==> src/rtl/pmsr_defs.svh <==
// Offsets, field positions, reset values and address bounds of the mode block
`ifndef PMSR_DEFS_SVH
`define PMSR_DEFS_SVH

`define PMSR_OFFSET 8'h1d
`define PMSR_PTR_MSB 15
`define PMSR_PTR_LSB 7
`define PMSR_ROM_SEL_BIT 6
`define PMSR_OVERLAY_BIT 5
`define PMSR_VISIBLE_BIT 4
`define PMSR_DATA_ROM_BIT 3
`define PMSR_CLK_DISABLE_BIT 2
`define PMSR_MUL_SAT_BIT 1
`define PMSR_STORE_SAT_BIT 0
`define PMSR_RESET_PTR 9'h1ff
`define PMSR_CLK_OUT_HALF 1
`define PMSR_RESET_LOW 6'h00
`define PMSR_RESET_VECTOR 16'hff80
`define PMSR_PAGE0_HI 16'h007f
`define PMSR_RAM_LO 16'h0080
`define PMSR_RAM_HI 16'h9fff

`endif

==> src/rtl/pmsr_pkg.sv <==
// Types shared by the processor mode status block
package pmsr_pkg;

    typedef struct packed {
        logic [8:0] vector_page_pointer;
        logic rom_select_mode;
        logic ram_overlay;
        logic address_visibility;
        logic data_rom_map;
        logic clock_out_disable;
        logic multiply_saturate;
        logic store_saturate;
    } pmsr_mode_type;

    typedef struct packed {
        logic valid;
        logic [15:0] addr;
    } pmsr_access_type;

    typedef struct packed {
        logic rom;
        logic ram;
        logic external;
    } pmsr_select_type;

    typedef struct packed {
        pmsr_mode_type mode;
        logic [15:0] read_data;
        logic [15:0] ext_addr;
        logic [15:0] vector_addr;
        pmsr_select_type prog_sel;
        pmsr_select_type data_sel;
    } pmsr_top_state_type;

    typedef struct packed {
        logic [7:0] count;
        logic level;
    } pmsr_clk_state_type;

endpackage

==> src/rtl/pmsr_clock_out.sv <==
// Divided clock output that parks high while disabled
`timescale 1ns/1ps
module pmsr_clock_out
    import pmsr_pkg::*;
#(
    parameter int HALF_CYCLES = 1
)
(
    input wire logic clk_sys,
    input wire logic sys_rst,
    input wire logic clock_out_disable,
    output logic clock_output_pin
);

    if (HALF_CYCLES < 1 || HALF_CYCLES > 256)
    begin : bad_half
        $error("pmsr_clock_out: HALF_CYCLES must be 1..256");
    end

    localparam logic [7:0] LAST = 8'(HALF_CYCLES - 1);

    pmsr_clk_state_type state;
    pmsr_clk_state_type next_state;

    always_comb
    begin
        next_state = state;
        if (sys_rst || clock_out_disable)
        begin
            // Parked high so a restart begins with a full high phase
            next_state.count = 8'h00;
            next_state.level = 1'b1;
        end
        else if (state.count == LAST)
        begin
            next_state.count = 8'h00;
            next_state.level = !state.level;
        end
        else
        begin
            next_state.count = state.count + 8'h01;
        end
    end

    always_ff @(posedge clk_sys)
    begin
        state <= next_state;
    end

    assign clock_output_pin = state.level;

endmodule

==> src/rtl/pmsr_saturate.sv <==
// Registered signed saturation from a wide value to a narrower one
`timescale 1ns/1ps
module pmsr_saturate
    import pmsr_pkg::*;
#(
    parameter int IN_W = 40,
    parameter int OUT_W = 16
)
(
    input wire logic clk_sys,
    input wire logic sys_rst,
    input wire logic enable,
    input wire logic [IN_W-1:0] value_in,
    output logic [OUT_W-1:0] value_out
);

    if (OUT_W < 2 || OUT_W >= IN_W)
    begin : bad_width
        $error("pmsr_saturate: OUT_W must be 2..IN_W-1");
    end

    typedef struct packed {
        logic [OUT_W-1:0] result;
    } pmsr_sat_state_type;

    pmsr_sat_state_type state;
    pmsr_sat_state_type next_state;
    logic overflow;

    // Upper bits must all copy the result's sign, else the value overflows
    assign overflow = !((&value_in[IN_W-1:OUT_W-1])
        || !(|value_in[IN_W-1:OUT_W-1]));

    always_comb
    begin
        next_state = state;
        if (sys_rst)
        begin
            next_state.result = '0;
        end
        else if (enable && overflow)
        begin
            next_state.result = value_in[IN_W-1]
                ? {1'b1, {(OUT_W-1){1'b0}}}
                : {1'b0, {(OUT_W-1){1'b1}}};
        end
        else
        begin
            next_state.result = value_in[OUT_W-1:0];
        end
    end

    always_ff @(posedge clk_sys)
    begin
        state <= next_state;
    end

    assign value_out = state.result;

endmodule

==> src/rtl/pmsr_top.sv <==
// Processor mode status register with memory map, trace and saturation
// **********************************************************************
// **********************************************************************
`timescale 1ns/1ps
`include "pmsr_defs.svh"
module pmsr_top
    import pmsr_pkg::*;
#(
    parameter logic [15:0] PROG_ROM_LO = 16'hc000,
    parameter logic [15:0] PROG_ROM_HI = 16'hffff,
    parameter logic [15:0] DATA_ROM_LO = 16'hf000,
    parameter logic [15:0] DATA_ROM_HI = 16'hfeff,
    parameter int CLK_OUT_HALF_CYCLES = `PMSR_CLK_OUT_HALF
)
(
    input wire logic clk_sys,
    input wire logic sys_rst,
    input wire logic rom_select_mode_pin,
    input wire logic soft_reset,
    input wire logic [7:0] reg_addr,
    input wire logic [15:0] reg_wdata,
    input wire logic reg_write,
    input wire logic reg_read,
    output logic [15:0] reg_rdata,
    input wire pmsr_access_type prog_access,
    input wire pmsr_access_type data_access,
    output pmsr_select_type prog_select,
    output pmsr_select_type data_select,
    output logic [15:0] ext_addr,
    input wire logic [4:0] vector_index,
    output logic [15:0] vector_addr,
    output logic clock_output_pin,
    input wire logic overflow_mode,
    input wire logic fractional_mode,
    input wire logic signed [15:0] mul_a,
    input wire logic signed [15:0] mul_b,
    output logic [31:0] mul_product,
    input wire logic [39:0] store_value,
    output logic [15:0] store_data
);

    if (PROG_ROM_LO > PROG_ROM_HI || DATA_ROM_LO > DATA_ROM_HI)
    begin : bad_range
        $error("pmsr_top: ROM range bounds are reversed");
    end

    pmsr_top_state_type state;
    pmsr_top_state_type next_state;
    logic reg_hit;
    logic prog_in_ram;
    logic prog_in_rom;
    logic data_in_ram;
    logic data_in_rom;
    logic signed [31:0] product_raw;
    logic [32:0] product_scaled;
    logic mul_sat_enable;

    // **********************************************************************
    // Address decode
    // **********************************************************************
    assign reg_hit = reg_addr == `PMSR_OFFSET;

    assign prog_in_ram = prog_access.addr >= `PMSR_RAM_LO
        && prog_access.addr <= `PMSR_RAM_HI
        && prog_access.addr > `PMSR_PAGE0_HI;
    assign prog_in_rom = prog_access.addr >= PROG_ROM_LO
        && prog_access.addr <= PROG_ROM_HI;
    assign data_in_ram = data_access.addr >= `PMSR_RAM_LO
        && data_access.addr <= `PMSR_RAM_HI;
    assign data_in_rom = data_access.addr >= DATA_ROM_LO
        && data_access.addr <= DATA_ROM_HI;

    // **********************************************************************
    // State update
    // **********************************************************************
    always_comb
    begin
        next_state = state;
        next_state.read_data = 16'h0000;
        if (sys_rst)
        begin
            next_state.mode.vector_page_pointer = `PMSR_RESET_PTR;
            // Pin is looked at only while reset holds
            next_state.mode.rom_select_mode = rom_select_mode_pin;
            {next_state.mode.ram_overlay,
             next_state.mode.address_visibility,
             next_state.mode.data_rom_map,
             next_state.mode.clock_out_disable,
             next_state.mode.multiply_saturate,
             next_state.mode.store_saturate} = `PMSR_RESET_LOW;
            next_state.ext_addr = 16'h0000;
            next_state.vector_addr = `PMSR_RESET_VECTOR;
            next_state.prog_sel = '0;
            next_state.data_sel = '0;
        end
        else
        begin
            if (soft_reset)
            begin
                // Pointer and ROM select survive
                {next_state.mode.ram_overlay,
                 next_state.mode.address_visibility,
                 next_state.mode.data_rom_map,
                 next_state.mode.clock_out_disable,
                 next_state.mode.multiply_saturate,
                 next_state.mode.store_saturate} = `PMSR_RESET_LOW;
            end
            if (reg_write && reg_hit)
            begin
                next_state.mode = pmsr_mode_type'(reg_wdata);
            end
            if (reg_read && reg_hit)
            begin
                next_state.read_data = state.mode;
            end

            next_state.vector_addr =
                {state.mode.vector_page_pointer, vector_index, 2'b00};

            next_state.prog_sel.rom = prog_access.valid && prog_in_rom
                && !state.mode.rom_select_mode;
            next_state.prog_sel.ram = prog_access.valid && prog_in_ram
                && state.mode.ram_overlay && !next_state.prog_sel.rom;
            next_state.prog_sel.external = prog_access.valid
                && !next_state.prog_sel.rom && !next_state.prog_sel.ram;

            next_state.data_sel.ram = data_access.valid && data_in_ram;
            next_state.data_sel.rom = data_access.valid && data_in_rom
                && state.mode.data_rom_map && !data_in_ram;
            // Page 0 holds on-chip registers, never an outside access
            next_state.data_sel.external = data_access.valid
                && !data_in_ram && !next_state.data_sel.rom
                && data_access.addr > `PMSR_PAGE0_HI;

            // Program side wins the pins when both go out at once
            if (prog_access.valid && state.mode.address_visibility)
            begin
                next_state.ext_addr = prog_access.addr;
            end
            else if (next_state.prog_sel.external)
            begin
                next_state.ext_addr = prog_access.addr;
            end
            else if (next_state.data_sel.external)
            begin
                next_state.ext_addr = data_access.addr;
            end
            // Otherwise the pins keep the last address driven onto them, traced or external
        end
    end

    always_ff @(posedge clk_sys)
    begin
        state <= next_state;
    end

    assign reg_rdata = state.read_data;
    assign prog_select = state.prog_sel;
    assign data_select = state.data_sel;
    assign ext_addr = state.ext_addr;
    assign vector_addr = state.vector_addr;

    // **********************************************************************
    // Clock output and saturation
    // **********************************************************************
    pmsr_clock_out #(
        .HALF_CYCLES(CLK_OUT_HALF_CYCLES)
    ) u_clock_out (
        .clk_sys(clk_sys),
        .sys_rst(sys_rst),
        .clock_out_disable(state.mode.clock_out_disable),
        .clock_output_pin(clock_output_pin)
    );

    assign product_raw = mul_a * mul_b;
    // Fractional mode doubles the product, so 8000h squared overflows
    assign product_scaled = fractional_mode ? {product_raw, 1'b0}
        : {product_raw[31], product_raw};
    assign mul_sat_enable = state.mode.multiply_saturate
        && overflow_mode && fractional_mode;

    pmsr_saturate #(
        .IN_W(33),
        .OUT_W(32)
    ) u_mul_sat (
        .clk_sys(clk_sys),
        .sys_rst(sys_rst),
        .enable(mul_sat_enable),
        .value_in(product_scaled),
        .value_out(mul_product)
    );

    // Caller shifts first, so saturation sees the shifted value
    pmsr_saturate #(
        .IN_W(40),
        .OUT_W(16)
    ) u_store_sat (
        .clk_sys(clk_sys),
        .sys_rst(sys_rst),
        .enable(state.mode.store_saturate),
        .value_in(store_value),
        .value_out(store_data)
    );
endmodule

==> config.mk <==
export PLATFORM = sky130hd
export DESIGN_NAME = pmsr_top
export DESIGN_NICKNAME = d
export VERILOG_FILES = /design/src/rtl/pmsr_pkg.sv /design/src/rtl/pmsr_clock_out.sv /design/src/rtl/pmsr_saturate.sv /design/src/rtl/pmsr_top.sv
export VERILOG_INCLUDE_DIRS = /design/src /design/src/rtl
export SDC_FILE = /design/constraint.sdc
export NUM_CORES = 1
export LEC_CHECK = 0
export BUFFER_PORTS_ARGS = -buffer_cell sky130_fd_sc_hd__buf_2
export CAP_MARGIN = 10
export CELL_PAD_IN_SITES_DETAIL_PLACEMENT = 1
export CELL_PAD_IN_SITES_GLOBAL_PLACEMENT = 1
export CORE_MARGIN = 3
export CORE_UTILIZATION = 25
export CTS_CLUSTER_DIAMETER = 80
export CTS_CLUSTER_SIZE = 30
export DETAILED_ROUTE_END_ITERATION = 10
export GPL_TIMING_DRIVEN = 0
export HOLD_SLACK_MARGIN = 0.02
export PLACE_DENSITY = 0.52
export SLEW_MARGIN = 40
export SYNTH_ARGS = -nofsm -noshare
export SYNTH_HDL_FRONTEND = slang
export SYNTH_SLANG_ARGS = --single-unit
==> constraint.sdc <==
create_clock -name clk_sys -period 5.95 [get_ports clk_sys]
set_clock_uncertainty 0.1 [all_clocks]
set_input_delay 0 -clock clk_sys [delete_from_list [all_inputs] [get_ports clk_sys]]
set_output_delay 0 -clock clk_sys [all_outputs]
set_load 0.1 [all_outputs]
* Yosys cells after proc, flatten, opt, wreduce, memory -nomap -nowiden
Cells that the tools add are included.
Storage, ports and cells: input port bits 143, word-level logic and storage cells 96, register bits 127
Cells by class: order comparisons 10, multipliers 1, muxes and demuxes 11, reductions and logical operators 49, bitwise logic cells 1, equal/unequal tests 1, add/sub/neg operators 1
Operators by type and width (number):
- 2-to-1 mux 32 bit | 3
- 2-to-1 mux 16 bit | 5
- <= comparator 16 bit (second input constant) | 4
- >= comparator 16 bit (second input constant) | 2
- >= comparator 16 x 8 -> 1 bit (second input constant) | 2
- > comparator 16 x 7 -> 1 bit (second input constant) | 2
- multiplier 16 x 16 -> 32 bit | 1
- logical AND 1 bit | 26
- AND reduction 25 bit | 1
- OR reduction 25 bit | 1
- 2-to-1 mux 7 bit | 2
- zero test 1 bit | 10
- adder 8 x 1 -> 8 bit (second input constant) | 1
- equality test 8 x 5 -> 1 bit (second input constant) | 1
- zero test 8 bit | 1
- 2-to-1 mux 6 bit | 1
- OR reduction 2 bit | 3
- nonzero test 2 bit | 2
- logical OR 1 bit | 3
- nonzero test 3 bit | 1
- AND reduction 2 bit | 1
- inverter 1 bit | 1

* Logic depth before layout (Yosys ltp)
word-level depth 11, mapped depth 27

* Modules after synthesis
A second synthesis with hierarchy kept.
Unflattened totals: cells, all modules 1756, area total of the unflattened synthesis 16036.6 um2
By module, submodules not included:
- pmsr_top | cells each 1489, seq. area each 1371.3 um2, area an instance 13316.5 um2, instances 1
- pmsr_saturate at u_mul_sat | cells each 148, seq. area each 640.6 um2, area an instance 1591.5 um2, instances 1
- pmsr_saturate at u_store_sat | cells each 74, seq. area each 320.3 um2, area an instance 735.7 um2, instances 1
- pmsr_clock_out | cells each 45, seq. area each 180.2 um2, area an instance 392.9 um2, instances 1

* Least setup slack after synthesis
OpenSTA, ideal clock, no wires.
path kind input to register, from input mul_a[15], to register u_mul_sat.state, in the netlist u_mul_sat.value_out[20], stages 22, data arrival time 6064 ps, library setup time 125 ps, slack -339 ps, data required time 5725 ps, cells stage by stage clkbuf_1 nand2_1 fa_1 inv_1 fa_1 fa_1 fa_1 fa_1 inv_1 fa_1 inv_1 ha_1 a21o_1 a31o_1 a311o_1 nand3_2 nand3_2 and3_4 o41ai_4 buf_6 buf_8 o21ai_2
Between the ends: longest elaborated chain between the ends 8, elaborated cells on any way between the ends 10, those cells by class mul: 1; mux: 3; reduce/logical: 6
RTL lines:
- start: declaration | RTL line pmsr_top.sv:35 | input wire logic signed [15:0] mul_a,
- multiplier 16 x 16 -> 32 bit * | RTL line pmsr_top.sv:175 | assign product_raw = mul_a * mul_b;
- 2-to-1 mux 32 bit | RTL line pmsr_top.sv:177 | assign product_scaled = fractional_mode ? {product_raw, 1'b0}
- OR reduction 2 bit | RTL line pmsr_saturate.sv:32 | || !(|value_in[IN_W-1:OUT_W-1]));
- zero test 1 bit | RTL line pmsr_saturate.sv:32
- logical OR 1 bit | RTL line pmsr_saturate.sv:32
- zero test 1 bit | RTL line pmsr_saturate.sv:31 | assign overflow = !((&value_in[IN_W-1:OUT_W-1])
- logical AND 1 bit | RTL line pmsr_saturate.sv:41 | else if (enable && overflow)
- 2-to-1 mux 32 bit * | RTL line pmsr_saturate.sv:41
- end signal: assignment | RTL line pmsr_saturate.sv:55 | state <= next_state;
- end: declaration | RTL line pmsr_saturate.sv:26 | pmsr_sat_state_type state;
Mark *: on every way between the ends. The rest lies on a longest branch, timed or not. A chain may end at the register's enable or synchronous reset.

* Worst setup path in the final report
from input mul_b[5], to register u_mul_sat.state, in the netlist u_mul_sat.value_out[18]
Between the ends: longest elaborated chain between the ends 8, elaborated cells on any way between the ends 10, those cells by class mul: 1; mux: 3; reduce/logical: 6
RTL lines:
- start: declaration | RTL line pmsr_top.sv:36 | input wire logic signed [15:0] mul_b,
- multiplier 16 x 16 -> 32 bit * | RTL line pmsr_top.sv:175
- 2-to-1 mux 32 bit | RTL line pmsr_top.sv:177
- OR reduction 2 bit | RTL line pmsr_saturate.sv:32
- zero test 1 bit | RTL line pmsr_saturate.sv:32
- logical OR 1 bit | RTL line pmsr_saturate.sv:32
- zero test 1 bit | RTL line pmsr_saturate.sv:31
- logical AND 1 bit | RTL line pmsr_saturate.sv:41
- 2-to-1 mux 32 bit * | RTL line pmsr_saturate.sv:41
Marked as above.

==> impl_results.md <==
* Synth area leaders: fa_1 (35%), dfxtp_1 (16%), inv_1 (8.1%)
* Total Routing Usage GR at 17.3%
* Vias/cell at approximately 4.5
* Finished Layout Cells at roughly 2.9k
* Setup CP Type: in2reg
* Avg WL per Cell at between 15 and 20 µm
* Max_slew headroom at 48.8%
* Critical path launch point type: primary input
* Post-DRT Antenna Nets at 0
* H-Tree Depth at 4
* Predominant post-synthesis flop cell: dfxtp_1
* Placed cells at ~2.7k
* Max incr delay on CP at about 0.57 ns
* Vias in the first global route at roughly 15k
* Initial Util at roughly 25%
* Routability cong. at approximately 0.8
* Syn avg cell area at roughly 9.0 µm²
* HPWL after detailed placement at roughly 43 mm
* Hold depth at 3
* Slowest stage cell, crit path: fa_2
* Die area at ~63000 µm²
* Hold WC Path Type: in2reg
* Skew-Pair Late Insertion Delay at about 0.43 ns
* CP endpoint kind: register
* Initial antenna violation count at 4
* Sequential area share after synthesis at between 15 and 20%
* CTS root buf: clkbuf_16
* DRT Wirelength at around 53 mm
* Max Slew Vio Count at 0
* Clock sink count at approximately 130
* Yosys top cell area share at a little over a third
* Drt drc at 0
* Syn-to-layout area delta at 36.1%
* Most frequent cell after synthesis: inv_1
* Initial DRC Count at 398
* CP max FO at 6
* Critical path depth at 28
* DIE WIDTH at between 200 and 300 µm
* Reg area at 2510 µm²
* Mapped Cells at around 1.7k
* RSZ-0062 raised after global routing: true
* Family with the most delay on the worst path: adder cells
* Number of max-cap violations at 0
* CTS tree: built
* Fin crit share at 98.8%
* Status: finished clean
* Post-Syn Area at around 15000 µm²
* Port Buffers at 242
* Io pins at between 200 and 250
* First-pass GRT wire length at ~84 mm
* Deepest clock path buffer count at 2
* Post-synth cell types at 68
* Register bit total from synthesis at roughly 130
* Multi-input gate area at 11300 µm²
* Share of cells above drive strength 1 at 26.5%
* Crit path buffers/inverters at 12
* Fillers at approximately 6.8k
* Final Hold Vio Count at 0
* Slew @ Worst Pin at slightly below 0.8 ns
* DR WL met2 at 27.8 mm
* Critical path arrival at 6.11 ns
* Total grt overflow at 0
* Core area at around 59000 µm²
* Clock transition at path regs at 0.06 ns
* Setup WS post-layout at between 0.07 and 0.08 ns
* YS warnings at 0
* Leading cell types by count after synthesis: inv_1 (324), fa_1 (262), nand2_1 (184)
* Die height at around 250 µm
* Cell accounting for the most synthesized area: fa_1
* Metal3 WL at between 1.5 and 2 mm
* Pre-CTS setup slack at -2.07 ns
* Number of iterations in the first detailed-routing pass at 4
* Num rows at ~90
* R2r worst-path depth at 7
* Largest net degree at the start of global routing at 17
* Post-synth EDFFs at 1
* M1 WL at 22.5 mm
* # setup viols final at 0
* Total vias in the final route at about 13k
* Max Clk Rate at between 150 and 200 MHz
* Uppermost routed layer: met4
* Minimum clock period at ~5.9 ns
* NumNets Final at 2561
* CP required at roughly 6.2 ns
* CTS buffer count at 17
* Asr flop ratio synth at 0%
[sequential cells by signal, summed over array words and instances (netlist names)]
name,count
u_mul_sat.value_out,32
ext_addr,16
reg_rdata,16
state,16
u_store_sat.value_out,16
vector_addr,14
u_clock_out.state,8
data_select,3
prog_select,3
u_clock_out.clock_output_pin,1
[path summary, 6_finish.rpt]
path / end / slack [ns] / startpoint
hold / removal: reg_rdata[4] / 0.03 / reg_read
setup / recovery: u_mul_sat.value_out[18] / 0.07 / mul_b[5]
hold reg to reg: vector_addr[11] / 0.37 / state[65]
setup reg to reg: ext_addr[1] / 3.14 / state[60]
[layout make-up]
class                      instances  area share, %
buffer                           117           5.79
clock inverter                    14          0.676
tap                              773           4.71
clock buffer                      18           2.09
sequential                       125           12.2
antenna                            3         0.0366
inverter                         324           5.93
timing repair buffer             386           13.5
multi-input combinational       1101           55.1
[placed cells by master, fill, tap and decap left out, types with 9 or more instances in the layout]
cell type | Yosys | final
xnor2_1 | 25 | 25
fa_2 | 0 | 12
dfxtp_1 | 124 | 124
nor3_1 | 15 | 13
clkbuf_16 | 0 | 35
or2_2 | 11 | 11
nor4_1 | 10 | 9
ha_1 | 84 | 66
nor2_1 | 59 | 55
o21ai_2 | 10 | 14
and2_1 | 137 | 134
a211oi_1 | 23 | 22
buf_2 | 4 | 219
dlygate4sd3_1 | 0 | 87
nand3_1 | 25 | 23
mux2i_1 | 34 | 34
ha_4 | 0 | 16
nand2_1 | 184 | 176
fa_1 | 262 | 250
inv_1 | 324 | 311
xor2_1 | 12 | 12
o21ai_1 | 16 | 14
inv_2 | 0 | 12
clkbuf_1 | 59 | 25
nand4_1 | 11 | 11
o21ai_0 | 25 | 15
buf_4 | 54 | 112
a21oi_1 | 55 | 47
nand3b_1 | 10 | 10
buf_6 | 1 | 13
[metal layers]
metal | GRT usage, % | up-vias
li1 | - | 5921
met1 | 21.1 | 6573
met2 | 31.8 | 217
met3 | 2.72 | 54
met4 | 4.34 | 0
met5 | 0 | -
[tightest hold or removal path: stages]
cell    delay, ns
buf_2        0.07
and3_1       0.29
and2_1       0.16
[timing repair]
| action | 4_1_cts | 5_1_grt |
|---|---|---|
| setup endpoints to repair | 32 | 32 |
| resized for setup | 228 | 71 |
| setup buffers | 37 | 18 |
| cloned | 3 | 0 |
| endpoints found under the hold margin | 61 | 0 |
| pin swaps | 69 | 53 |
| hold buffers | 87 | 0 |
[cells by family after synthesis]
kind of cell               after synthesis  synth area share (%)
buffers and inverters                  444                  12.5
and+or+nand+nor                        502                  16.8
AOI/OAI and AO/OA                      179                  7.81
muxes                                   35                  2.33
xor gates and xnor gates                37                  2.15
DFF                                    125                  16.6
adders and majority gates              346                  41.7
other                                    1                0.0248
[per-stage QoR]
| stage | TNS (ns) | utilization, % | cell area (µm²) | hold WS (ns) |
|---|---|---|---|---|
| 3_3_place_gp | -53.06 | 29.2 | 17300 | 0.109 |
| 3_5_place_dp | -56.09 | 29.2 | 17300 | 0.118 |
| 4_1_cts | 0 | 34.0 | 20200 | 0.0225 |
| 2_1_floorplan | 0 | - | 15200 | 0.0242 |
| 5_1_grt | -1.87 | 34.6 | 20500 | 0.0500 |
| 6_report | 0 | 34.6 | 20500 | 0.0274 |
Power is left out: the tool's default activity adds up to more than one toggle a clock period on the data nets, which glitch-free logic cannot reach.
